==> src/mcc_defs.svh <==
`ifndef MCC_DEFS_SVH
`define MCC_DEFS_SVH

// Register offsets as seen through the register pointer.
`define MCC_ADDR_CONFIG 8'h00
`define MCC_ADDR_STAT1 8'h01
`define MCC_ADDR_STAT2 8'h02
`define MCC_ADDR_MASK1 8'h03
`define MCC_ADDR_MASK2 8'h04
`define MCC_ADDR_FANDIV 8'h05
`define MCC_ADDR_OSCFG 8'h06
`define MCC_ADDR_CONVRATE 8'h07
`define MCC_ADDR_CHDIS 8'h08
`define MCC_ADDR_MFR_ID 8'h09
`define MCC_ADDR_REV_ID 8'h0A
`define MCC_ADDR_PTR 8'h0F
`define MCC_ADDR_RAM_LO 8'h20
`define MCC_ADDR_RAM_HI 8'h3F
`define MCC_ADDR_RAM_3E 8'h3E

// Configuration register field positions.
`define MCC_CFG_START 0
`define MCC_CFG_INT_EN 1
`define MCC_CFG_INT_POL 2
`define MCC_CFG_INT_CLR 3
`define MCC_CFG_RESET 4
`define MCC_CFG_CHASSIS 5
`define MCC_CFG_GPO 6
`define MCC_CFG_INIT 7

// Pin-function register field positions.
`define MCC_FD_OS_EN 6
`define MCC_FD_RST_EN 7

// Power-on values.
`define MCC_RST_CONFIG 8'h08
`define MCC_RST_STAT 8'h00
`define MCC_RST_MASK 8'h00
`define MCC_RST_FANDIV 8'h14
`define MCC_RST_OSCFG 8'h01
`define MCC_RST_CONVRATE 8'h00
`define MCC_RST_CHDIS 8'h00
`define MCC_RST_RAM 8'h00
`define MCC_RST_RAM_3E 8'h01
`define MCC_RST_RAM_3F 8'h08
`define MCC_RST_PTR 8'h00

// Pulse timing.
`define MCC_PULSE_MS 10
`define MCC_CLK_HZ 10000000

`endif

==> src/mcc_pkg.sv <==
package mcc_pkg;
  typedef logic [7:0] mcc_byte_t;
  typedef enum logic [1:0] {
    MCC_PULSE_IDLE,
    MCC_PULSE_RESET,
    MCC_PULSE_CHASSIS
  } mcc_pulse_e;
endpackage

==> src/mcc_monitor_control.sv <==
`timescale 1ns/1ps
`include "mcc_defs.svh"
module mcc_monitor_control #(
  parameter int CLK_HZ = `MCC_CLK_HZ,
  parameter int PULSE_MS = `MCC_PULSE_MS,
  parameter int CHAIN_W = 8,
  parameter logic [7:0] MFR_ID = 8'h5A, // Arbitrary identification value.
  parameter logic [7:0] REV_ID = 8'h01  // Arbitrary identification value.
) (
  input wire logic clk,
  input wire logic sys_rst,
  input wire logic [7:0] reg_addr,
  input wire logic [7:0] reg_wdata,
  input wire logic reg_wr,
  input wire logic reg_rd,
  output logic [7:0] reg_rdata,
  input wire logic [7:0] stat1_event,
  input wire logic [7:0] stat2_event,
  input wire logic monitor_update,
  input wire logic test_select_input,
  input wire logic [CHAIN_W-1:0] chain_inputs,
  input wire logic chassis_intrusion_input,
  output logic monitor_run,
  output logic alarm_int_out,
  output logic alarm_int_oe,
  output logic general_output_pin,
  output logic general_output_oe,
  output logic shared_reset_overtemp_pin,
  output logic shared_reset_overtemp_oe,
  output logic chassis_clear_out,
  output logic chassis_clear_oe,
  output logic chain_test_output,
  output logic chain_test_mode,
  output logic irq
);

  // Pulse length in cycles, rounded up so the minimum is always met.
  localparam longint PULSE_CYC_L = (longint'(CLK_HZ) * PULSE_MS + 999) / 1000;
  localparam int PULSE_CYC = (PULSE_CYC_L < 1) ? 1 : int'(PULSE_CYC_L);
  localparam int CNT_W = $clog2(PULSE_CYC + 1);

  // Refused at elaboration: the pulse counters need at least one cycle per millisecond.
  if (CLK_HZ < 1000 || PULSE_MS < 1 || CHAIN_W < 1) begin : g_bad_params
    $error("mcc_monitor_control: unsupported parameter values");
  end

  mcc_pkg::mcc_byte_t cfg_q;
  mcc_pkg::mcc_byte_t stat1_q;
  mcc_pkg::mcc_byte_t stat2_q;
  mcc_pkg::mcc_byte_t mask1_q;
  mcc_pkg::mcc_byte_t mask2_q;
  mcc_pkg::mcc_byte_t fandiv_q;
  mcc_pkg::mcc_byte_t oscfg_q;
  mcc_pkg::mcc_byte_t convrate_q;
  mcc_pkg::mcc_byte_t chdis_q;
  mcc_pkg::mcc_byte_t ptr_q;
  mcc_pkg::mcc_byte_t ram_q [32];
  mcc_pkg::mcc_pulse_e pulse_q;
  logic [CNT_W-1:0] reset_cnt_q;
  logic [CNT_W-1:0] chassis_cnt_q;
  logic int_hold_q;
  logic [7:0] tgt;
  logic wr_cfg;
  logic init_req;
  logic rd_stat1;
  logic rd_stat2;
  logic rst_fn_en;
  logic int_active;
  logic reset_done;
  logic chassis_done;
  logic chain_level;

  // The pointer register is itself addressable; other accesses go where it points.
  assign tgt = (reg_addr == `MCC_ADDR_PTR) ? `MCC_ADDR_PTR : ptr_q;
  assign wr_cfg = reg_wr && (tgt == `MCC_ADDR_CONFIG);
  assign init_req = wr_cfg && reg_wdata[`MCC_CFG_INIT];
  assign rd_stat1 = reg_rd && (tgt == `MCC_ADDR_STAT1);
  assign rd_stat2 = reg_rd && (tgt == `MCC_ADDR_STAT2);
  assign rst_fn_en = fandiv_q[`MCC_FD_RST_EN] && !fandiv_q[`MCC_FD_OS_EN];
  assign reset_done = (pulse_q == mcc_pkg::MCC_PULSE_RESET) && (reset_cnt_q == '0);
  assign chassis_done = (chassis_cnt_q == CNT_W'(1));
  // Mask bit one keeps the matching status bit out of the interrupt.
  assign int_active = |(stat1_q & ~mask1_q) || |(stat2_q & ~mask2_q);
  // Chain NAND level toggles on every single input toggle from the all-ones state.
  assign chain_level = ~(&chain_inputs);

  // Pointer: written through its own offset, reset to zero.
  always_ff @(posedge clk or posedge sys_rst) begin
    if (sys_rst) begin
      ptr_q <= `MCC_RST_PTR;
    end else if (reg_wr && reg_addr == `MCC_ADDR_PTR) begin
      ptr_q <= reg_wdata;
    end
  end

  // Configuration register; reset and chassis bits clear themselves when their pulse ends.
  always_ff @(posedge clk or posedge sys_rst) begin
    if (sys_rst) begin
      cfg_q <= `MCC_RST_CONFIG;
    end else if (init_req) begin
      cfg_q <= `MCC_RST_CONFIG;
    end else begin
      if (wr_cfg) begin
        cfg_q <= reg_wdata & 8'h7F;
      end
      if (!wr_cfg && reset_done) begin
        cfg_q[`MCC_CFG_RESET] <= 1'b0;
      end
      if (!wr_cfg && chassis_done) begin
        cfg_q[`MCC_CFG_CHASSIS] <= 1'b0;
      end
    end
  end

  // First mask register; the init bit restores it like a power-on.
  always_ff @(posedge clk or posedge sys_rst) begin
    if (sys_rst) begin
      mask1_q <= `MCC_RST_MASK;
    end else if (init_req) begin
      mask1_q <= `MCC_RST_MASK;
    end else if (reg_wr && tgt == `MCC_ADDR_MASK1) begin
      mask1_q <= reg_wdata;
    end
  end

  // Second mask register.
  always_ff @(posedge clk or posedge sys_rst) begin
    if (sys_rst) begin
      mask2_q <= `MCC_RST_MASK;
    end else if (init_req) begin
      mask2_q <= `MCC_RST_MASK;
    end else if (reg_wr && tgt == `MCC_ADDR_MASK2) begin
      mask2_q <= reg_wdata;
    end
  end

  // Pin-function register; its top two bits choose what the shared pin does.
  always_ff @(posedge clk or posedge sys_rst) begin
    if (sys_rst) begin
      fandiv_q <= `MCC_RST_FANDIV;
    end else if (init_req) begin
      fandiv_q <= `MCC_RST_FANDIV;
    end else if (reg_wr && tgt == `MCC_ADDR_FANDIV) begin
      fandiv_q <= reg_wdata;
    end
  end

  // Overtemperature configuration, stored only; its modes live outside this block.
  always_ff @(posedge clk or posedge sys_rst) begin
    if (sys_rst) begin
      oscfg_q <= `MCC_RST_OSCFG;
    end else if (init_req) begin
      oscfg_q <= `MCC_RST_OSCFG;
    end else if (reg_wr && tgt == `MCC_ADDR_OSCFG) begin
      oscfg_q <= reg_wdata;
    end
  end

  // Conversion rate, stored only.
  always_ff @(posedge clk or posedge sys_rst) begin
    if (sys_rst) begin
      convrate_q <= `MCC_RST_CONVRATE;
    end else if (init_req) begin
      convrate_q <= `MCC_RST_CONVRATE;
    end else if (reg_wr && tgt == `MCC_ADDR_CONVRATE) begin
      convrate_q <= reg_wdata;
    end
  end

  // Channel disable, stored only.
  always_ff @(posedge clk or posedge sys_rst) begin
    if (sys_rst) begin
      chdis_q <= `MCC_RST_CHDIS;
    end else if (init_req) begin
      chdis_q <= `MCC_RST_CHDIS;
    end else if (reg_wr && tgt == `MCC_ADDR_CHDIS) begin
      chdis_q <= reg_wdata;
    end
  end

  // Status is set only while monitoring runs; a new event wins over a read-clear.
  always_ff @(posedge clk or posedge sys_rst) begin
    if (sys_rst) begin
      stat1_q <= `MCC_RST_STAT;
      stat2_q <= `MCC_RST_STAT;
    end else if (init_req) begin
      stat1_q <= `MCC_RST_STAT;
      stat2_q <= `MCC_RST_STAT;
    end else begin
      stat1_q <= (rd_stat1 ? 8'h00 : stat1_q) | (monitor_run ? stat1_event : 8'h00);
      stat2_q <= (rd_stat2 ? 8'h00 : stat2_q) | (monitor_run ? (stat2_event & 8'h3F) : 8'h00);
    end
  end

  // After a read-clear the output stays low until the monitoring loop updates again.
  always_ff @(posedge clk or posedge sys_rst) begin
    if (sys_rst) begin
      int_hold_q <= 1'b0;
    end else if (monitor_update && monitor_run) begin
      int_hold_q <= 1'b0;
    end else if (rd_stat1 || rd_stat2) begin
      int_hold_q <= 1'b1;
    end
  end

  // Value memory; two top locations carry non-zero power-on values.
  always_ff @(posedge clk or posedge sys_rst) begin
    if (sys_rst) begin
      for (int i = 0; i < 32; i++) begin
        ram_q[i] <= `MCC_RST_RAM;
      end
      ram_q[30] <= `MCC_RST_RAM_3E;
      ram_q[31] <= `MCC_RST_RAM_3F;
    end else if (reg_wr && tgt >= `MCC_ADDR_RAM_LO && tgt <= `MCC_ADDR_RAM_HI) begin
      ram_q[tgt[4:0]] <= reg_wdata;
    end
  end

  // Pulse sequencer: reset pulse needs the reset function enabled on the shared pin.
  always_ff @(posedge clk or posedge sys_rst) begin
    if (sys_rst) begin
      pulse_q <= mcc_pkg::MCC_PULSE_IDLE;
      reset_cnt_q <= '0;
    end else begin
      case (pulse_q)
        mcc_pkg::MCC_PULSE_IDLE: begin
          if (cfg_q[`MCC_CFG_RESET] && rst_fn_en) begin
            pulse_q <= mcc_pkg::MCC_PULSE_RESET;
            reset_cnt_q <= CNT_W'(PULSE_CYC - 1);
          end
        end
        mcc_pkg::MCC_PULSE_RESET: begin
          if (reset_cnt_q == '0) begin
            pulse_q <= mcc_pkg::MCC_PULSE_IDLE;
          end else begin
            reset_cnt_q <= reset_cnt_q - CNT_W'(1);
          end
        end
        default: pulse_q <= mcc_pkg::MCC_PULSE_IDLE;
      endcase
    end
  end

  // Chassis clear runs its own counter so it can overlap a reset pulse.
  always_ff @(posedge clk or posedge sys_rst) begin
    if (sys_rst) begin
      chassis_cnt_q <= '0;
    end else if (chassis_cnt_q != '0) begin
      chassis_cnt_q <= chassis_cnt_q - CNT_W'(1);
    end else if (cfg_q[`MCC_CFG_CHASSIS]) begin
      chassis_cnt_q <= CNT_W'(PULSE_CYC);
    end
  end

  // Register read data, one cycle after the strobe.
  always_ff @(posedge clk or posedge sys_rst) begin
    if (sys_rst) begin
      reg_rdata <= 8'h00;
    end else if (reg_rd) begin
      case (tgt)
        `MCC_ADDR_CONFIG: reg_rdata <= cfg_q;
        `MCC_ADDR_STAT1: reg_rdata <= stat1_q;
        `MCC_ADDR_STAT2: reg_rdata <= stat2_q;
        `MCC_ADDR_MASK1: reg_rdata <= mask1_q;
        `MCC_ADDR_MASK2: reg_rdata <= mask2_q;
        `MCC_ADDR_FANDIV: reg_rdata <= fandiv_q;
        `MCC_ADDR_OSCFG: reg_rdata <= oscfg_q;
        `MCC_ADDR_CONVRATE: reg_rdata <= convrate_q;
        `MCC_ADDR_CHDIS: reg_rdata <= chdis_q;
        `MCC_ADDR_MFR_ID: reg_rdata <= MFR_ID;
        `MCC_ADDR_REV_ID: reg_rdata <= REV_ID;
        `MCC_ADDR_PTR: reg_rdata <= ptr_q;
        default: begin
          if (tgt >= `MCC_ADDR_RAM_LO && tgt <= `MCC_ADDR_RAM_HI) begin
            reg_rdata <= ram_q[tgt[4:0]];
          end else begin
            reg_rdata <= 8'h00;
          end
        end
      endcase
    end else begin
      reg_rdata <= 8'h00;
    end
  end

  // Monitoring runs only with start set and interrupt-clear released.
  always_ff @(posedge clk or posedge sys_rst) begin
    if (sys_rst) begin
      monitor_run <= 1'b0;
    end else begin
      monitor_run <= cfg_q[`MCC_CFG_START] && !cfg_q[`MCC_CFG_INT_CLR];
    end
  end

  // Interrupt pin: the start bit plays no part here, so shutdown keeps the pin as is.
  always_ff @(posedge clk or posedge sys_rst) begin
    if (sys_rst) begin
      alarm_int_out <= 1'b0;
      alarm_int_oe <= 1'b0;
      irq <= 1'b0;
    end else begin
      irq <= int_active && !int_hold_q && cfg_q[`MCC_CFG_INT_EN]
             && !cfg_q[`MCC_CFG_INT_CLR];
      alarm_int_out <= cfg_q[`MCC_CFG_INT_POL];
      // High polarity sources a high; low polarity sinks a low, else the pin floats.
      alarm_int_oe <= int_active && !int_hold_q && cfg_q[`MCC_CFG_INT_EN]
                      && !cfg_q[`MCC_CFG_INT_CLR];
    end
  end

  // General output is open-drain: the pin value is always low, only the enable moves.
  always_ff @(posedge clk or posedge sys_rst) begin
    if (sys_rst) begin
      general_output_pin <= 1'b0;
      general_output_oe <= 1'b0;
    end else begin
      general_output_pin <= 1'b0;
      general_output_oe <= cfg_q[`MCC_CFG_GPO];
    end
  end

  // Shared pin sinks low only while a reset pulse runs with its function selected.
  always_ff @(posedge clk or posedge sys_rst) begin
    if (sys_rst) begin
      shared_reset_overtemp_pin <= 1'b0;
      shared_reset_overtemp_oe <= 1'b0;
    end else begin
      shared_reset_overtemp_pin <= 1'b0;
      shared_reset_overtemp_oe <= (pulse_q == mcc_pkg::MCC_PULSE_RESET) && rst_fn_en;
    end
  end

  // Chassis input is pulled low while its clear counter runs.
  always_ff @(posedge clk or posedge sys_rst) begin
    if (sys_rst) begin
      chassis_clear_out <= 1'b0;
      chassis_clear_oe <= 1'b0;
    end else begin
      chassis_clear_out <= 1'b0;
      chassis_clear_oe <= (chassis_cnt_q != '0);
    end
  end

  // Chain test: the lowest address pin is driven only while test-select is low.
  always_ff @(posedge clk or posedge sys_rst) begin
    if (sys_rst) begin
      chain_test_mode <= 1'b0;
    end else begin
      chain_test_mode <= !test_select_input;
    end
  end

  // Chain level runs all the time; the pad only shows it in test mode.
  always_ff @(posedge clk or posedge sys_rst) begin
    if (sys_rst) begin
      chain_test_output <= 1'b0;
    end else begin
      chain_test_output <= chain_level ^ chassis_intrusion_input;
    end
  end

endmodule

==> config.mk <==
export PLATFORM = sky130hd
export DESIGN_NAME = mcc_monitor_control
export DESIGN_NICKNAME = d
export VERILOG_FILES = /design/src/mcc_pkg.sv /design/src/mcc_monitor_control.sv
export VERILOG_INCLUDE_DIRS = /design/src
export SDC_FILE = /design/constraint.sdc
export NUM_CORES = 1
export LEC_CHECK = 0
export BUFFER_PORTS_ARGS = -buffer_cell sky130_fd_sc_hd__buf_4
export CORE_MARGIN = 3
export CORE_UTILIZATION = 62
export DETAILED_ROUTE_END_ITERATION = 7
export GPL_ROUTABILITY_DRIVEN = 0
export PLACE_DENSITY = 0.8
export SETUP_SLACK_MARGIN = 0.3
export SYNTH_ARGS = -nofsm -noshare
export SYNTH_HDL_FRONTEND = slang
export SYNTH_SLANG_ARGS = --single-unit
==> constraint.sdc <==
create_clock -name clk -period 15 [get_ports clk]
set_input_delay 0 -clock clk [delete_from_list [all_inputs] [get_ports clk]]
set_output_delay 0 -clock clk [all_outputs]
set_load 0.005 [all_outputs]
After elaboration in Yosys (flattened, before gate mapping)

Cells that the tools add are included.

Register bits after elaboration: 389
Input port bits: 47
Output and inout bits: 20
Logic and storage cells: 185

Add/sub/neg operators: 2
Order comparisons: 4
Equality and inequality tests: 17
Multiplexer cells: 42
Bitwise gates (word level): 9
Reduce and logical (&&, ||, !) cells: 54

Operators with widths:

| operator                                                                            | number |
|---|---|
| 256-bit bitwise mux                                                                 | 1 |
| 8-bit 2-to-1 mux                                                                    | 25 |
| 8-bit one-hot mux with 12 select lines                                              | 1 |
| 17-bit 2-to-1 mux                                                                   | 4 |
| 8-bit binary-select mux with 5-bit select                                           | 1 |
| 8-bit demux with 5-bit select                                                       | 1 |
| 8-bit by 4-bit == test with 1-bit output, second input constant                     | 5 |
| 17-bit one-hot mux with 2 select lines                                              | 1 |
| 17-bit by 1-bit subtractor with 17-bit output, second input constant                | 2 |
| 8-bit by 3-bit == test with 1-bit output, second input constant                     | 4 |
| 1-bit logical AND                                                                   | 26 |
| 2-bit nonzero test                                                                  | 10 |
| 17-bit by 1-bit == test with 1-bit output, second input constant                    | 1 |
| 17-bit zero test                                                                    | 1 |
| 17-bit nonzero test                                                                 | 1 |
| 8-bit AND                                                                           | 2 |
| 8-bit by 2-bit == test with 1-bit output, second input constant                     | 2 |
| 8-bit inverter                                                                      | 2 |
| 8-bit OR reduction                                                                  | 2 |
| 8-bit by 1-bit == test with 1-bit output, second input constant                     | 1 |
| 8-bit by 6-bit greater-or-equal comparator with 1-bit output, second input constant | 1 |
| 8-bit by 6-bit less-or-equal comparator with 1-bit output, second input constant    | 1 |
| 8-bit zero test                                                                     | 1 |
| 8-bit by 6-bit bitwise OR with 8-bit output                                         | 1 |
| 20 further kinds                                                                    | 31 |

Longest topological paths before layout

Gate-level depths: netlist of run 1.

Depth after elaboration: 9
Depth in mapped cells: 10
Gate-level depth less buffers: 9

Worst setup path before layout of run 1

OpenSTA, ideal clock, no wires.

Kind: reg-to-reg
Start point: register ptr_q[6]
End point: register ram_q[176] (netlist bit)
Data arrival time: 2.277 ns
Required time: 14.875 ns
Setup slack: 12.598 ns
Stages on the path, launching flop included: 8
Buffers on the path: 1
Cells stage by stage: dfrtp_1 or3b_2 a21oi_2 and2_1 buf_2 nand2_2 nor3_2 mux2_2

Word-level cells in the longest chain between the ends: 4

Ends and longest elaborated chain:

| what                                                                   | RTL line                   | text |
|---|---|---|
| start, declared                                                        | mcc_monitor_control.sv:56  | `mcc_pkg::mcc_byte_t ptr_q;` |
| start signal, assigned                                                 | mcc_monitor_control.sv:90  | `` ptr_q <= `MCC_RST_PTR; `` |
| start signal, assigned                                                 | mcc_monitor_control.sv:92  | `ptr_q <= reg_wdata;` |
| 8-bit 2-to-1 mux (*)                                                   | mcc_monitor_control.sv:74  | `` assign tgt = (reg_addr == `MCC_ADDR_PTR) ? `MCC_ADDR_PTR : ptr_q; `` |
| 8-bit by 6-bit greater-or-equal comparator with 1-bit output (no line) | -                          |  |
| 1-bit logical AND (no line)                                            | -                          |  |
| 1-bit logical AND (no line) (*)                                        | -                          |  |
| end signal, assigned by index                                          | mcc_monitor_control.sv:210 | `` ram_q[i] <= `MCC_RST_RAM; `` |
| end signal, assigned by index                                          | mcc_monitor_control.sv:215 | `ram_q[tgt[4:0]] <= reg_wdata;` |
| end, declared                                                          | mcc_monitor_control.sv:57  | `mcc_pkg::mcc_byte_t ram_q [32];` |

Every way passes the cells marked *; elsewhere a longest branch is shown, timed or not.
A chain may end at the register's enable or synchronous reset.

Worst setup path after layout of run 1

Start point: register ptr_q[1]
End point: register reg_rdata[4]

Word-level cells in the longest chain between the ends: 8

Ends and longest elaborated chain:

| what                                                   | RTL line                   | text |
|---|---|---|
| 8-bit 2-to-1 mux (*)                                   | mcc_monitor_control.sv:74  |  |
| 5-bit inverter with 6-bit output (implied by the code) | mcc_monitor_control.sv:275 | `reg_rdata <= ram_q[tgt[4:0]];` |
| 8-bit binary-select mux with 5-bit select              | mcc_monitor_control.sv:275 |  |
| 8-bit 2-to-1 mux (implied by the code) (2 in a row)    | mcc_monitor_control.sv:275 |  |
| 8-bit 2-to-1 mux                                       | mcc_monitor_control.sv:274 | `` if (tgt >= `MCC_ADDR_RAM_LO && tgt <= `MCC_ADDR_RAM_HI) begin `` |
| 8-bit one-hot mux with 12 select lines (*)             | mcc_monitor_control.sv:260 | `case (tgt)` |
| 8-bit 2-to-1 mux (*)                                   | mcc_monitor_control.sv:259 | `end else if (reg_rd) begin` |
| end signal, assigned                                   | mcc_monitor_control.sv:261 | `` `MCC_ADDR_CONFIG: reg_rdata <= cfg_q; `` |
| end signal, assigned                                   | mcc_monitor_control.sv:262 | `` `MCC_ADDR_STAT1: reg_rdata <= stat1_q; `` |
| end signal, assigned                                   | mcc_monitor_control.sv:275 |  |
| end, declared                                          | mcc_monitor_control.sv:16  | `output logic [7:0] reg_rdata,` |

Every way passes the cells marked *; elsewhere a longest branch is shown, timed or not. The select of a mux whose other input is x is not followed.

==> results of run 1 <==
[worst reg2reg max path: cells and delay by family, from the launching register on]
| family | cells | cell delay, ns |
|---|---|---|
| buf+inv | 1 | 0.66 |
| compound gates | 5 | 1.75 |
| simple gates | 1 | 0.74 |
| flops | 1 | 0.95 |
[stage by stage]
step,cells,hold WS (ns)
2_1_floorplan,1603,0.0594
3_3_place_gp,1952,0.145
3_5_place_dp,1952,0.147
4_1_cts,2054,0.123
5_1_grt,2054,0.153
6_report,2054,0.143
[cells in the mapped netlist (35+ instances only)]
| cell type | count |
|---|---|
| sky130_fd_sc_hd__nor2_1 | 93 |
| sky130_fd_sc_hd__o22ai_1 | 35 |
| sky130_fd_sc_hd__nand2_1 | 107 |
| sky130_fd_sc_hd__a21oi_1 | 71 |
| sky130_fd_sc_hd__clkbuf_1 | 69 |
| sky130_fd_sc_hd__dfrtp_1 | 379 |
| sky130_fd_sc_hd__o21ai_0 | 51 |
| sky130_fd_sc_hd__mux2_2 | 292 |
| sky130_fd_sc_hd__nand3_1 | 40 |
[power by group through the flow]
stage                     registers (mW)  clock network [mW]  logic (mW)
after floorplan                     1.17                   0       0.250
after global placement              1.19                   0       0.334
after detailed placement            1.20                   0       0.344
after CTS                           1.18                1.04       0.353
after global routing                1.19                1.09       0.390
final                               1.18                1.03       0.359
[final timing paths]
path | cells after the start | slack (ns) | from | endpoint
setup / recovery | 7 | 10.74 | ptr_q[1] | reg_rdata[4]
setup reg to reg | 7 | 10.74 | ptr_q[1] | reg_rdata[4]
min in group asynchronous | 3 | 0.18 | sys_rst | chassis_cnt_q[5]
hold reg to reg | 0 | 0.47 | cfg_q[6] | general_output_oe
hold / removal | 3 | 0.14 | test_select_input | chain_test_mode
max in group asynchronous | 5 | 12.48 | sys_rst | ram_q[107]
[routing by layer]
layer  vias to the layer above  part of all wire [%]  track usage (%)
li1                       5939                     -                -
met1                      7079                    39             42.9
met2                       816                    46             49.6
met3                       191                   9.9             7.24
met4                         0                   4.4             14.1
met5                         -                     0            0.481
[area by class of cell]
type,instances,area (um^2)
sequential,385,9650
multi-input combinational,1070,8340
fill,1993,8220
clock buffer,60,1200
timing repair buffer,108,896
tap,384,480
clock inverter,13,175
inverter,34,135
[timing repair]
action / CTS / global route
hold endpoints to repair: 209 / 0
hold buffers: 29 / 0
setup endpoints to repair: 0 / 0
[cell families (layout without fill, tap and decap cells)]
kind of cell | Yosys count | count (layout)
adders and majority gates | 3 | 3
xor gates and xnor gates | 17 | 17
buffers and inverters | 148 | 215
and+or+nand+nor | 390 | 390
other | 1 | 3
DFF | 385 | 385
AOI/OAI and AO/OA | 323 | 323
muxes | 334 | 334
==> impl_metrics.xml, run 1 <==
<?xml version="1.0" encoding="UTF-8"?>
<metrics>
  <group name="run_status">
    <metric name="status" unit="">finished clean</metric>
  </group>
  <group name="detailed_routing">
    <metric name="detail_route.wl_per_cell" unit="um">24.6</metric>
    <metric name="starting_drc_count_in_detailed_routing" unit="">1918</metric>
    <metric name="routed_via_density" unit="">6.83</metric>
    <metric name="drc" unit="">0</metric>
    <metric name="detail_route.wirelength" unit="um">50600</metric>
    <metric name="via_count" unit="">14025</metric>
    <metric name="drtAntennaViolNets" unit="">0</metric>
    <metric name="firstDrtPassIters" unit="">6</metric>
  </group>
  <group name="setup_path">
    <metric name="critPathMaxStageDelay" unit="ns">0.95</metric>
    <metric name="timing.setup.critical_path_class" unit="">reg2reg</metric>
    <metric name="worstPathArrival" unit="ns">4.63</metric>
    <metric name="critPathRequiredTime" unit="ns">15.37</metric>
    <metric name="cpLargestDelayFamily" unit="">compound AO/OA/AOI/OAI gates</metric>
    <metric name="crit_path_start_kind" unit="">flip-flop</metric>
    <metric name="critPathSlowestCell" unit="">sky130_fd_sc_hd__dfrtp_4</metric>
    <metric name="worst-path-buf-inv" unit="">1</metric>
    <metric name="cp_cell_sequence" unit="">buf_4, nand2_1, o22ai_2, a22oi_1, a21oi_1, o41ai_1, a211oi_1</metric>
    <metric name="endpoint_kind" unit="">flip-flop</metric>
    <metric name="timing.critical_path.fanout_max" unit="">53</metric>
  </group>
  <group name="die">
    <metric name="fp.dieArea" unit="mm^2">0.0321</metric>
    <metric name="core-area" unit="mm^2">0.0291</metric>
    <metric name="starting_density_of_the_core" unit="%">63.8</metric>
    <metric name="fp.dieW" unit="um">179</metric>
    <metric name="die_h" unit="um">179</metric>
    <metric name="floorplan.io_pins" unit="">67</metric>
    <metric name="placementRows" unit="">62</metric>
  </group>
  <group name="sta">
    <metric name="max_slew_margin" unit="%">11.3</metric>
    <metric name="tightestPinTransition" unit="ns">1.32</metric>
    <metric name="fin_worst_skew" unit="ns">0.0167</metric>
    <metric name="period_utilization" unit="%">28.4</metric>
    <metric name="post-route-min-period" unit="ns">4.26</metric>
    <metric name="final_hold_viol_count" unit="">0</metric>
    <metric name="setup_repair_after_global_routing_missed_its_margin" unit="">no</metric>
    <metric name="max_freq" unit="GHz">0.235</metric>
    <metric name="postLayoutSetupSlackWorst" unit="ns">10.74</metric>
    <metric name="slew_viols_final" unit="">0</metric>
    <metric name="setup-tns-final" unit="ns">0</metric>
    <metric name="report.final.setup_viol" unit="">0</metric>
  </group>
  <group name="power">
    <metric name="switching_power_share_of_the_total" unit="%">27.1</metric>
    <metric name="p_switching" unit="mW">0.696</metric>
    <metric name="power-per-cell-area" unit="mW/mm^2">123</metric>
    <metric name="power.static_leakage" unit="nW">9.76</metric>
    <metric name="power.share.clock" unit="%">40.2</metric>
    <metric name="totalPowerFinal" unit="mW">2.57</metric>
    <metric name="power.sequential.fraction" unit="%">45.9</metric>
    <metric name="internal-power" unit="mW">1.88</metric>
    <metric name="irDropWorstVdd" unit="mV">0.0969</metric>
    <metric name="comb_power_share" unit="%">14.0</metric>
  </group>
  <group name="finish">
    <metric name="synthToLayoutAreaGrowth" unit="%">12.4</metric>
    <metric name="final_util" unit="%">71.7</metric>
    <metric name="top_regs" unit="">ram_q x256, chassis_cnt_q x17, reset_cnt_q x17</metric>
    <metric name="post_route_cells_drive_above_1_share" unit="%">30.9</metric>
    <metric name="layout_commonest_cell" unit="">sky130_fd_sc_hd__dfrtp_1</metric>
    <metric name="register_with_the_most_flip_flops" unit="">ram_q</metric>
    <metric name="flip_flop_count_of_the_largest_register_all_copies_and_words_added" unit="">256</metric>
    <metric name="fin_area" unit="mm^2">0.0209</metric>
    <metric name="n_antenna_cell" unit="">0</metric>
    <metric name="mostFrequentLayoutCells" unit="">sky130_fd_sc_hd__dfrtp_1 (377), sky130_fd_sc_hd__mux2_2 (292), sky130_fd_sc_hd__nand2_1 (107)</metric>
    <metric name="num-nets-final" unit="">1689</metric>
  </group>
  <group name="synth">
    <metric name="synth_top_area_cell" unit="">sky130_fd_sc_hd__dfrtp_1</metric>
    <metric name="synth_top_family_by_area" unit="">multiplexers</metric>
    <metric name="syn-cell-area" unit="mm^2">0.0186</metric>
    <metric name="synth_fa_ha_area_share" unit="%">0.202</metric>
    <metric name="synth_compound_area_share" unit="%">11.9</metric>
    <metric name="synthXorXnorAreaFrac" unit="%">0.802</metric>
    <metric name="async_flop_share" unit="%">100</metric>
    <metric name="synth_top_area_share" unit="%">51.1</metric>
    <metric name="yosys_register_bits" unit="">385</metric>
    <metric name="ys_top_cells_by_area" unit="">sky130_fd_sc_hd__dfrtp_1 (51%), sky130_fd_sc_hd__mux2_2 (18%), sky130_fd_sc_hd__nand2_1 (2.2%)</metric>
    <metric name="syn-mean-instance-area" unit="um^2">11.6</metric>
    <metric name="mux_contribution_to_synthesized_area" unit="%">20.8</metric>
    <metric name="synth_warnings" unit="">0</metric>
    <metric name="synth_simple_gate_area_share" unit="%">11.0</metric>
    <metric name="synth_seq_area_share" unit="%">51.9</metric>
    <metric name="yosys.cell_types.count" unit="">90</metric>
    <metric name="number_of_enable_type_register_cells_in_the_synthesized_netlist" unit="">0</metric>
    <metric name="synthesis.instances" unit="">1601</metric>
    <metric name="synth_ff_type" unit="">sky130_fd_sc_hd__dfrtp_1</metric>
  </group>
  <group name="grt">
    <metric name="pin_count_of_the_biggest_net_entering_global_routing" unit="">175</metric>
    <metric name="overflow" unit="">0</metric>
    <metric name="grt.total_usage" unit="%">31.8</metric>
    <metric name="grt_pass1_vias" unit="">14168</metric>
    <metric name="grt_pass1_wl" unit="um">79300</metric>
    <metric name="antenna_found_initial" unit="">0</metric>
  </group>
  <group name="clock_network">
    <metric name="cts_resized" unit="">0</metric>
    <metric name="clock_transition_at_the_registers_of_the_reported_paths" unit="ns">0.06</metric>
    <metric name="clock_insertion_delay_at_the_later_pin_of_the_skew_report" unit="ns">0.54</metric>
    <metric name="cts_made_buffers" unit="">40</metric>
    <metric name="cts.path.max_buffers" unit="">3</metric>
    <metric name="cts.repair_timing.setup_buffer_count" unit="">0</metric>
    <metric name="cts.sink_count" unit="">385</metric>
    <metric name="root_buffer" unit="">sky130_fd_sc_hd__clkbuf_16</metric>
    <metric name="htreeDepth" unit="">2</metric>
    <metric name="cts_tree" unit="">built</metric>
  </group>
  <group name="placement">
    <metric name="io_buffer_count" unit="">61</metric>
    <metric name="post_dp_cell_area" unit="mm^2">0.0192</metric>
    <metric name="post-dp-hpwl" unit="um">31000</metric>
    <metric name="preCtsSetupSlack" unit="ns">10.91</metric>
  </group>
  <group name="min_path">
    <metric name="holdCritPathClass" unit="">in2reg</metric>
  </group>
  <group name="flow_run">
    <metric name="max-cap-violations" unit="">0</metric>
  </group>
</metrics>
Power figures use the tool's default switching activity.
==> run 2: changes to the inputs <==
- ABC_AREA: unset -> 1
- CORE_UTILIZATION: 62 -> 56
- PLACE_DENSITY: 0.8 -> 0.76
- clock period: 15 -> 3.8 ns (I/O delays scaled with it)
==> impl_metrics.xml, run 2 <==
<?xml version="1.0" encoding="UTF-8"?>
<metrics>
  <group name="run_status">
    <metric name="status" unit="">finished clean</metric>
  </group>
  <group name="power">
    <metric name="power.share.clock" unit="%">44.0</metric>
    <metric name="switching_power_share_of_the_total" unit="%">25.8</metric>
    <metric name="comb_power_share" unit="%">9.9</metric>
    <metric name="power.static_leakage" unit="nW">10.2</metric>
    <metric name="power.sequential.fraction" unit="%">46.1</metric>
    <metric name="irDropWorstVdd" unit="mV">0.366</metric>
    <metric name="power-per-cell-area" unit="mW/mm^2">418</metric>
    <metric name="internal-power" unit="mW">6.65</metric>
    <metric name="p_switching" unit="mW">2.31</metric>
  </group>
  <group name="die">
    <metric name="placementRows" unit="">66</metric>
    <metric name="floorplan.io_pins" unit="">67</metric>
    <metric name="starting_density_of_the_core" unit="%">57.6</metric>
    <metric name="core-area" unit="mm^2">0.0330</metric>
    <metric name="die_h" unit="um">190</metric>
    <metric name="fp.dieW" unit="um">190</metric>
    <metric name="fp.dieArea" unit="mm^2">0.0362</metric>
  </group>
  <group name="setup_path">
    <metric name="timing.setup.critical_path_class" unit="">reg2reg</metric>
    <metric name="crit_path_start_kind" unit="">flip-flop</metric>
    <metric name="critPathRequiredTime" unit="ns">4.23</metric>
    <metric name="endpoint_kind" unit="">flip-flop</metric>
    <metric name="timing.critical_path.fanout_max" unit="">65</metric>
    <metric name="worstPathArrival" unit="ns">3.60</metric>
    <metric name="r2r_worst_path_depth" unit="">9</metric>
  </group>
  <group name="clock_network">
    <metric name="clock_insertion_delay_at_the_later_pin_of_the_skew_report" unit="ns">0.55</metric>
    <metric name="cts_tree" unit="">built</metric>
    <metric name="cts.sink_count" unit="">385</metric>
    <metric name="root_buffer" unit="">sky130_fd_sc_hd__clkbuf_16</metric>
    <metric name="cts_made_buffers" unit="">42</metric>
    <metric name="clock_transition_at_the_registers_of_the_reported_paths" unit="ns">0.06</metric>
    <metric name="cts.path.max_buffers" unit="">3</metric>
    <metric name="cts.repair_timing.setup_buffer_count" unit="">0</metric>
    <metric name="htreeDepth" unit="">2</metric>
  </group>
  <group name="sta">
    <metric name="postLayoutSetupSlackWorst" unit="ns">0.626</metric>
    <metric name="worst_case_hold_slack" unit="ns">0.0166</metric>
    <metric name="setup_repair_after_global_routing_missed_its_margin" unit="">no</metric>
    <metric name="report.final.setup_viol" unit="">0</metric>
    <metric name="final_hold_viol_count" unit="">0</metric>
    <metric name="post-route-min-period" unit="ns">3.17</metric>
    <metric name="tightestPinTransition" unit="ns">1.13</metric>
    <metric name="max_slew_margin" unit="%">25.0</metric>
    <metric name="period_utilization" unit="%">83.5</metric>
    <metric name="slew_viols_final" unit="">0</metric>
    <metric name="fin_worst_skew" unit="ns">0.0242</metric>
    <metric name="max_freq" unit="GHz">0.315</metric>
  </group>
  <group name="synth">
    <metric name="synth_top_area_share" unit="%">49.8</metric>
    <metric name="synth_seq_area_share" unit="%">50.7</metric>
    <metric name="ys_top_cells_by_area" unit="">sky130_fd_sc_hd__dfrtp_1 (50%), sky130_fd_sc_hd__nand2_1 (14%), sky130_fd_sc_hd__o21ai_0 (9.4%)</metric>
    <metric name="synth.most_common_cell" unit="">sky130_fd_sc_hd__nand2_1</metric>
    <metric name="number_of_enable_type_register_cells_in_the_synthesized_netlist" unit="">0</metric>
    <metric name="syn-mean-instance-area" unit="um^2">7.53</metric>
    <metric name="mux_contribution_to_synthesized_area" unit="%">0</metric>
    <metric name="synth_simple_gate_area_share" unit="%">27.2</metric>
    <metric name="synth_compound_area_share" unit="%">11.5</metric>
    <metric name="yosys.cell_types.count" unit="">41</metric>
    <metric name="synth_warnings" unit="">0</metric>
    <metric name="synth_ff_type" unit="">sky130_fd_sc_hd__dfrtp_1</metric>
    <metric name="synth_fa_ha_area_share" unit="%">0.197</metric>
    <metric name="synthXorXnorAreaFrac" unit="%">0.552</metric>
    <metric name="synth_top_family_by_area" unit="">simple AND/OR/NAND/NOR gates</metric>
    <metric name="synthesis.instances" unit="">2527</metric>
    <metric name="synth_top_area_cell" unit="">sky130_fd_sc_hd__dfrtp_1</metric>
    <metric name="async_flop_share" unit="%">100</metric>
    <metric name="syn-cell-area" unit="mm^2">0.0190</metric>
    <metric name="ys_top_cells_by_count" unit="">sky130_fd_sc_hd__nand2_1 (705), sky130_fd_sc_hd__dfrtp_1 (379), sky130_fd_sc_hd__o21ai_0 (359), sky130_fd_sc_hd__inv_1 (336), sky130_fd_sc_hd__nor2_1 (236)</metric>
    <metric name="yosys_register_bits" unit="">385</metric>
  </group>
  <group name="detailed_routing">
    <metric name="detail_route.wirelength" unit="um">53800</metric>
    <metric name="starting_drc_count_in_detailed_routing" unit="">1961</metric>
    <metric name="drc" unit="">0</metric>
    <metric name="drtAntennaViolNets" unit="">0</metric>
    <metric name="routed_via_density" unit="">5.71</metric>
    <metric name="via_count" unit="">17289</metric>
    <metric name="detail_route.wl_per_cell" unit="um">17.8</metric>
    <metric name="firstDrtPassIters" unit="">6</metric>
  </group>
  <group name="grt">
    <metric name="antenna_found_initial" unit="">0</metric>
    <metric name="overflow" unit="">0</metric>
    <metric name="grt_pass1_vias" unit="">16461</metric>
    <metric name="pin_count_of_the_biggest_net_entering_global_routing" unit="">117</metric>
    <metric name="grt_pass1_wl" unit="um">86800</metric>
    <metric name="grt.total_usage" unit="%">29.8</metric>
  </group>
  <group name="placement">
    <metric name="io_buffer_count" unit="">61</metric>
    <metric name="preCtsSetupSlack" unit="ns">0.655</metric>
    <metric name="post_dp_cell_area" unit="mm^2">0.0198</metric>
    <metric name="post-dp-hpwl" unit="um">33200</metric>
    <metric name="numPlacedInstances" unit="">2923</metric>
  </group>
  <group name="finish">
    <metric name="post_layout_nonfiller_instances" unit="">3026</metric>
    <metric name="synthToLayoutAreaGrowth" unit="%">12.8</metric>
    <metric name="register_with_the_most_flip_flops" unit="">ram_q</metric>
    <metric name="flip_flop_count_of_the_largest_register_all_copies_and_words_added" unit="">256</metric>
    <metric name="num-nets-final" unit="">2606</metric>
    <metric name="mostFrequentLayoutCells" unit="">sky130_fd_sc_hd__nand2_1 (704), sky130_fd_sc_hd__dfrtp_1 (377), sky130_fd_sc_hd__o21ai_0 (358)</metric>
    <metric name="n_antenna_cell" unit="">0</metric>
    <metric name="layout_commonest_cell" unit="">sky130_fd_sc_hd__nand2_1</metric>
    <metric name="post_route_cells_drive_above_1_share" unit="%">7.28</metric>
    <metric name="fin_area" unit="mm^2">0.0215</metric>
    <metric name="top_regs" unit="">ram_q x256, chassis_cnt_q x17, reset_cnt_q x17</metric>
  </group>
  <group name="min_path">
    <metric name="holdCritPathClass" unit="">in2async</metric>
  </group>
  <group name="flow_run">
    <metric name="max-cap-violations" unit="">0</metric>
  </group>
</metrics>
## run 2: cell types whose count changed in the layout (fill, tap and decap cells not counted), sizes merged, moves of 16 or more
cell    previous run  this run
nor3              43        13
o22ai             36        11
nand2b            16         0
inv               34       338
buf               79       102
mux2i             29         0
nor2             102       242
mux2             292         0
a21oi             72        37
a22oi             31         0
o21ai             56       361
nand4             10       185
nand2            114       706
## run 2: final timing paths
path | from | to | slack, ns
max in group asynchronous | sys_rst | ptr_q[1] | 2.81
min | sys_rst | ram_q[150] | 0.02
max | ptr_q[0] | stat1_q[6] | 0.63
max reg2reg | ptr_q[0] | stat1_q[6] | 0.63
min in group clk | test_select_input | chain_test_mode | 0.15
min reg2reg | cfg_q[2] | alarm_int_out | 0.44
## run 2: area by class of cell
class                           count  area, um^2
Clock buffer                       61        1170
Clock inverter                     11         129
Multi-Input combinational cell   1652        7530
Inverter                          342        1290
Sequential cell                   385        9640
Fill cell                        2788       11600
Tap cell                          442         553
Timing Repair Buffer              133        1140
## run 2: power by group through the flow
| stage | registers (mW) | clock network [mW] | logic [mW] |
|---|---|---|---|
| after floorplan | 4.21 | 0 | 0.547 |
| after global routing | 4.13 | 4.16 | 0.987 |
| after detailed placement | 4.21 | 0 | 0.851 |
| final | 4.13 | 3.94 | 0.888 |
| after CTS | 4.13 | 4.00 | 0.879 |
| after global placement | 4.21 | 0 | 0.842 |
## run 2: stage by stage
stage | utilization [%] | total power, mW | TNS [ns]
final | 65.0 | 8.96 | 0
after global routing | 65.0 | 9.28 | 0
after CTS | 65.0 | 9.01 | 0
after detailed placement | 60.1 | 5.06 | 0
after global placement | 60.1 | 5.05 | 0
after floorplan | - | 4.75 | -519.63
## run 2: metal layers
layer	routed length, um	track usage (%)	vias up
met1	22200	41.2	8232
met5	0	0	-
met2	25000	47.3	766
met4	1970	10.8	0
met3	4700	5.79	157
li1	-	-	8134
## run 2: critical path, cell delays in order (launching register included)
cell and delay [ns]:
sky130_fd_sc_hd__dfrtp_2 0.36, sky130_fd_sc_hd__buf_4 0.68, sky130_fd_sc_hd__nand4_1 0.33, sky130_fd_sc_hd__nor2_1 0.50, sky130_fd_sc_hd__inv_1 0.14, sky130_fd_sc_hd__nor2_1 0.15
sky130_fd_sc_hd__inv_1 0.15, sky130_fd_sc_hd__nand2_1 0.10, sky130_fd_sc_hd__a21oi_1 0.06, sky130_fd_sc_hd__dlygate4sd3_1 0.57
## run 2: logic make-up (layout without fill, tap and decap cells)
logic type,Yosys count,after routing
fa+ha+maj,3,3
other cells,1,3
buf+inv,492,547
simple gates,1209,1209
xor+xnor,12,12
compound gates,425,425
flops,385,385
## run 2: repair_timing
item	4_1_cts	5_1_grt
hold buffers	31	0
resized for setup	0	1
hold endpoints to repair	459	0
setup endpoints to repair	0	9
==> run 3: changes to the inputs <==
- CORE_UTILIZATION: 56 -> 62
- PLACE_DENSITY: 0.76 -> 0.8
- clock period: 3.8 -> 3.05 ns (I/O delays scaled with it)
==> impl_metrics.xml, run 3 (same netlist as run 2, synthesis figures left out) <==
<?xml version="1.0" encoding="UTF-8"?>
<metrics>
  <group name="run_status">
    <metric name="status" unit="">finished, violations left</metric>
    <metric name="violations_in_the_final_reports" unit="">DRC</metric>
  </group>
  <group name="clock_network">
    <metric name="cts_tree" unit="">built</metric>
    <metric name="cts_made_buffers" unit="">41</metric>
    <metric name="cts.sink_count" unit="">385</metric>
    <metric name="clock_transition_at_the_registers_of_the_reported_paths" unit="ns">0.06</metric>
    <metric name="clock_insertion_delay_at_the_later_pin_of_the_skew_report" unit="ns">0.54</metric>
    <metric name="htreeDepth" unit="">2</metric>
    <metric name="cts.path.max_buffers" unit="">3</metric>
    <metric name="root_buffer" unit="">sky130_fd_sc_hd__clkbuf_16</metric>
  </group>
  <group name="grt">
    <metric name="gr-max-usage-layer" unit="">met2</metric>
    <metric name="pin_count_of_the_biggest_net_entering_global_routing" unit="">112</metric>
    <metric name="overflow" unit="">0</metric>
    <metric name="grtUsageMet3" unit="%">4.87</metric>
    <metric name="grt_pass1_vias" unit="">16572</metric>
    <metric name="use_met1" unit="%">46.3</metric>
    <metric name="grt_pass1_wl" unit="um">87300</metric>
    <metric name="grt_util_met2" unit="%">51.0</metric>
    <metric name="grt.total_usage" unit="%">32.6</metric>
    <metric name="antenna_found_initial" unit="">0</metric>
  </group>
  <group name="setup_path">
    <metric name="timing.critical_path.fanout_max" unit="">35</metric>
    <metric name="crit_path_start_kind" unit="">flip-flop</metric>
    <metric name="endpoint_kind" unit="">flip-flop</metric>
    <metric name="critPathRequiredTime" unit="ns">3.50</metric>
    <metric name="worstPathArrival" unit="ns">3.07</metric>
    <metric name="timing.setup.critical_path_class" unit="">reg2reg</metric>
  </group>
  <group name="detailed_routing">
    <metric name="detail_route.wl_per_cell" unit="um">18.0</metric>
    <metric name="drtAntennaViolNets" unit="">0</metric>
    <metric name="via_count" unit="">17632</metric>
    <metric name="starting_drc_count_in_detailed_routing" unit="">2420</metric>
    <metric name="firstDrtPassIters" unit="">8</metric>
    <metric name="drc" unit="">2</metric>
    <metric name="detail_route.wirelength" unit="um">53600</metric>
    <metric name="routed_via_density" unit="">5.92</metric>
  </group>
  <group name="die">
    <metric name="core-area" unit="mm^2">0.0300</metric>
    <metric name="starting_density_of_the_core" unit="%">63.5</metric>
    <metric name="fp.dieArea" unit="mm^2">0.0328</metric>
    <metric name="fp.dieW" unit="um">181</metric>
    <metric name="placementRows" unit="">63</metric>
    <metric name="die_h" unit="um">181</metric>
    <metric name="floorplan.io_pins" unit="">67</metric>
  </group>
  <group name="sta">
    <metric name="tightestPinTransition" unit="ns">0.931</metric>
    <metric name="slew_viols_final" unit="">0</metric>
    <metric name="postLayoutSetupSlackWorst" unit="ns">0.423</metric>
    <metric name="final_hold_viol_count" unit="">0</metric>
    <metric name="fin_worst_skew" unit="ns">0.0212</metric>
    <metric name="max_freq" unit="GHz">0.381</metric>
    <metric name="setup_repair_after_global_routing_missed_its_margin" unit="">yes</metric>
    <metric name="period_utilization" unit="%">86.1</metric>
    <metric name="post-route-min-period" unit="ns">2.63</metric>
    <metric name="max_slew_margin" unit="%">37.9</metric>
    <metric name="report.final.setup_viol" unit="">0</metric>
    <metric name="setup-tns-final" unit="ns">0</metric>
  </group>
  <group name="placement">
    <metric name="post-dp-hpwl" unit="um">33700</metric>
    <metric name="preCtsSetupSlack" unit="ns">0.193</metric>
    <metric name="post_dp_cell_area" unit="mm^2">0.0198</metric>
    <metric name="io_buffer_count" unit="">61</metric>
  </group>
  <group name="power">
    <metric name="irDropWorstVdd" unit="mV">0.480</metric>
    <metric name="p_switching" unit="mW">2.84</metric>
    <metric name="internal-power" unit="mW">8.49</metric>
    <metric name="power-per-cell-area" unit="mW/mm^2">527</metric>
    <metric name="power.static_leakage" unit="nW">10.3</metric>
    <metric name="power.share.clock" unit="%">44.6</metric>
    <metric name="comb_power_share" unit="%">9.9</metric>
    <metric name="totalPowerFinal" unit="mW">11.3</metric>
    <metric name="switching_power_share_of_the_total" unit="%">25.0</metric>
    <metric name="power.sequential.fraction" unit="%">45.5</metric>
  </group>
  <group name="min_path">
    <metric name="holdCritPathClass" unit="">in2async</metric>
  </group>
  <group name="finish">
    <metric name="n_antenna_cell" unit="">0</metric>
    <metric name="top_regs" unit="">ram_q x256, chassis_cnt_q x17, reset_cnt_q x17</metric>
    <metric name="synthToLayoutAreaGrowth" unit="%">13.0</metric>
    <metric name="layout_commonest_cell" unit="">sky130_fd_sc_hd__nand2_1</metric>
    <metric name="num-nets-final" unit="">2610</metric>
    <metric name="flip_flop_count_of_the_largest_register_all_copies_and_words_added" unit="">256</metric>
    <metric name="post_route_cells_drive_above_1_share" unit="%">8.07</metric>
    <metric name="register_with_the_most_flip_flops" unit="">ram_q</metric>
    <metric name="fin_area" unit="mm^2">0.0215</metric>
    <metric name="mostFrequentLayoutCells" unit="">sky130_fd_sc_hd__nand2_1 (701), sky130_fd_sc_hd__dfrtp_1 (377), sky130_fd_sc_hd__o21ai_0 (358)</metric>
  </group>
  <group name="flow_run">
    <metric name="max-cap-violations" unit="">0</metric>
  </group>
</metrics>
## run 3: per-layer routing
layer	wire [um]	share of wire (%)
met1	21600	40
met2	24700	46
met3	4990	9.3
met4	2410	4.5
met5	0	0
## run 3: cell type report
class	count	area (um^2)
sequential	385	9640
fill	2268	8440
multi-input combinational	1652	7550
inverter	342	1290
clock buffer	62	1230
timing repair buffer	138	1160
tap	390	488
clock inverter	10	133
## run 3: worst max-delay path: stages, from the launching register on
cell and delay, ns:
sky130_fd_sc_hd__dfrtp_2 0.39, sky130_fd_sc_hd__clkinv_2 0.28, sky130_fd_sc_hd__buf_4 0.40, sky130_fd_sc_hd__nand4_1 0.23
sky130_fd_sc_hd__inv_1 0.08, sky130_fd_sc_hd__nand2_1 0.09, sky130_fd_sc_hd__nand3_1 0.08, sky130_fd_sc_hd__nor2_1 0.48
sky130_fd_sc_hd__inv_1 0.16, sky130_fd_sc_hd__nand3_1 0.15, sky130_fd_sc_hd__nand2_1 0.06, sky130_fd_sc_hd__a21oi_1 0.11
## run 3: power groups by stage
stage	sequential, mW	clock, mW	combinational, mW
finish	5.15	5.06	1.12
global route	5.15	5.33	1.23
CTS	5.15	5.10	1.10
detailed placement	5.24	0	1.06
global placement	5.24	0	1.04
floorplan	5.24	0	0.681
## run 3: what timing repair did
action                                 in CTS  in global routing
hold buffers                               29                  0
endpoints found under the hold margin      94                  0
pin swaps                                   0                  3
buffers inserted                            0                  3
gates resized for setup                     2                 10
setup endpoints to repair                  63                140
## run 3: path summary, 6_finish.rpt
path,from,end,slack (ns),cells after the start
worst min register to register,cfg_q[2],alarm_int_out,0.42,0
min in group clk,test_select_input,chain_test_mode,0.16,3
worst max register to register,ptr_q[0],reg_rdata[7],0.42,11
worst min-delay path,sys_rst,reg_rdata[3],0.15,3
max in group asynchronous,sys_rst,ram_q[82],1.89,4
worst max-delay path,ptr_q[0],reg_rdata[7],0.42,11
## run 3: stage by stage
| step | hold WS (ns) | instances | util (%) |
|---|---|---|---|
| floorplan | 0.0594 | 2529 | - |
| global placement | 0.136 | 2875 | 66.1 |
| detailed placement | 0.139 | 2875 | 66.1 |
| CTS | 0.156 | 2976 | 71.6 |
| global route | 0.163 | 2979 | 71.8 |
| finish | 0.145 | 2979 | 71.8 |
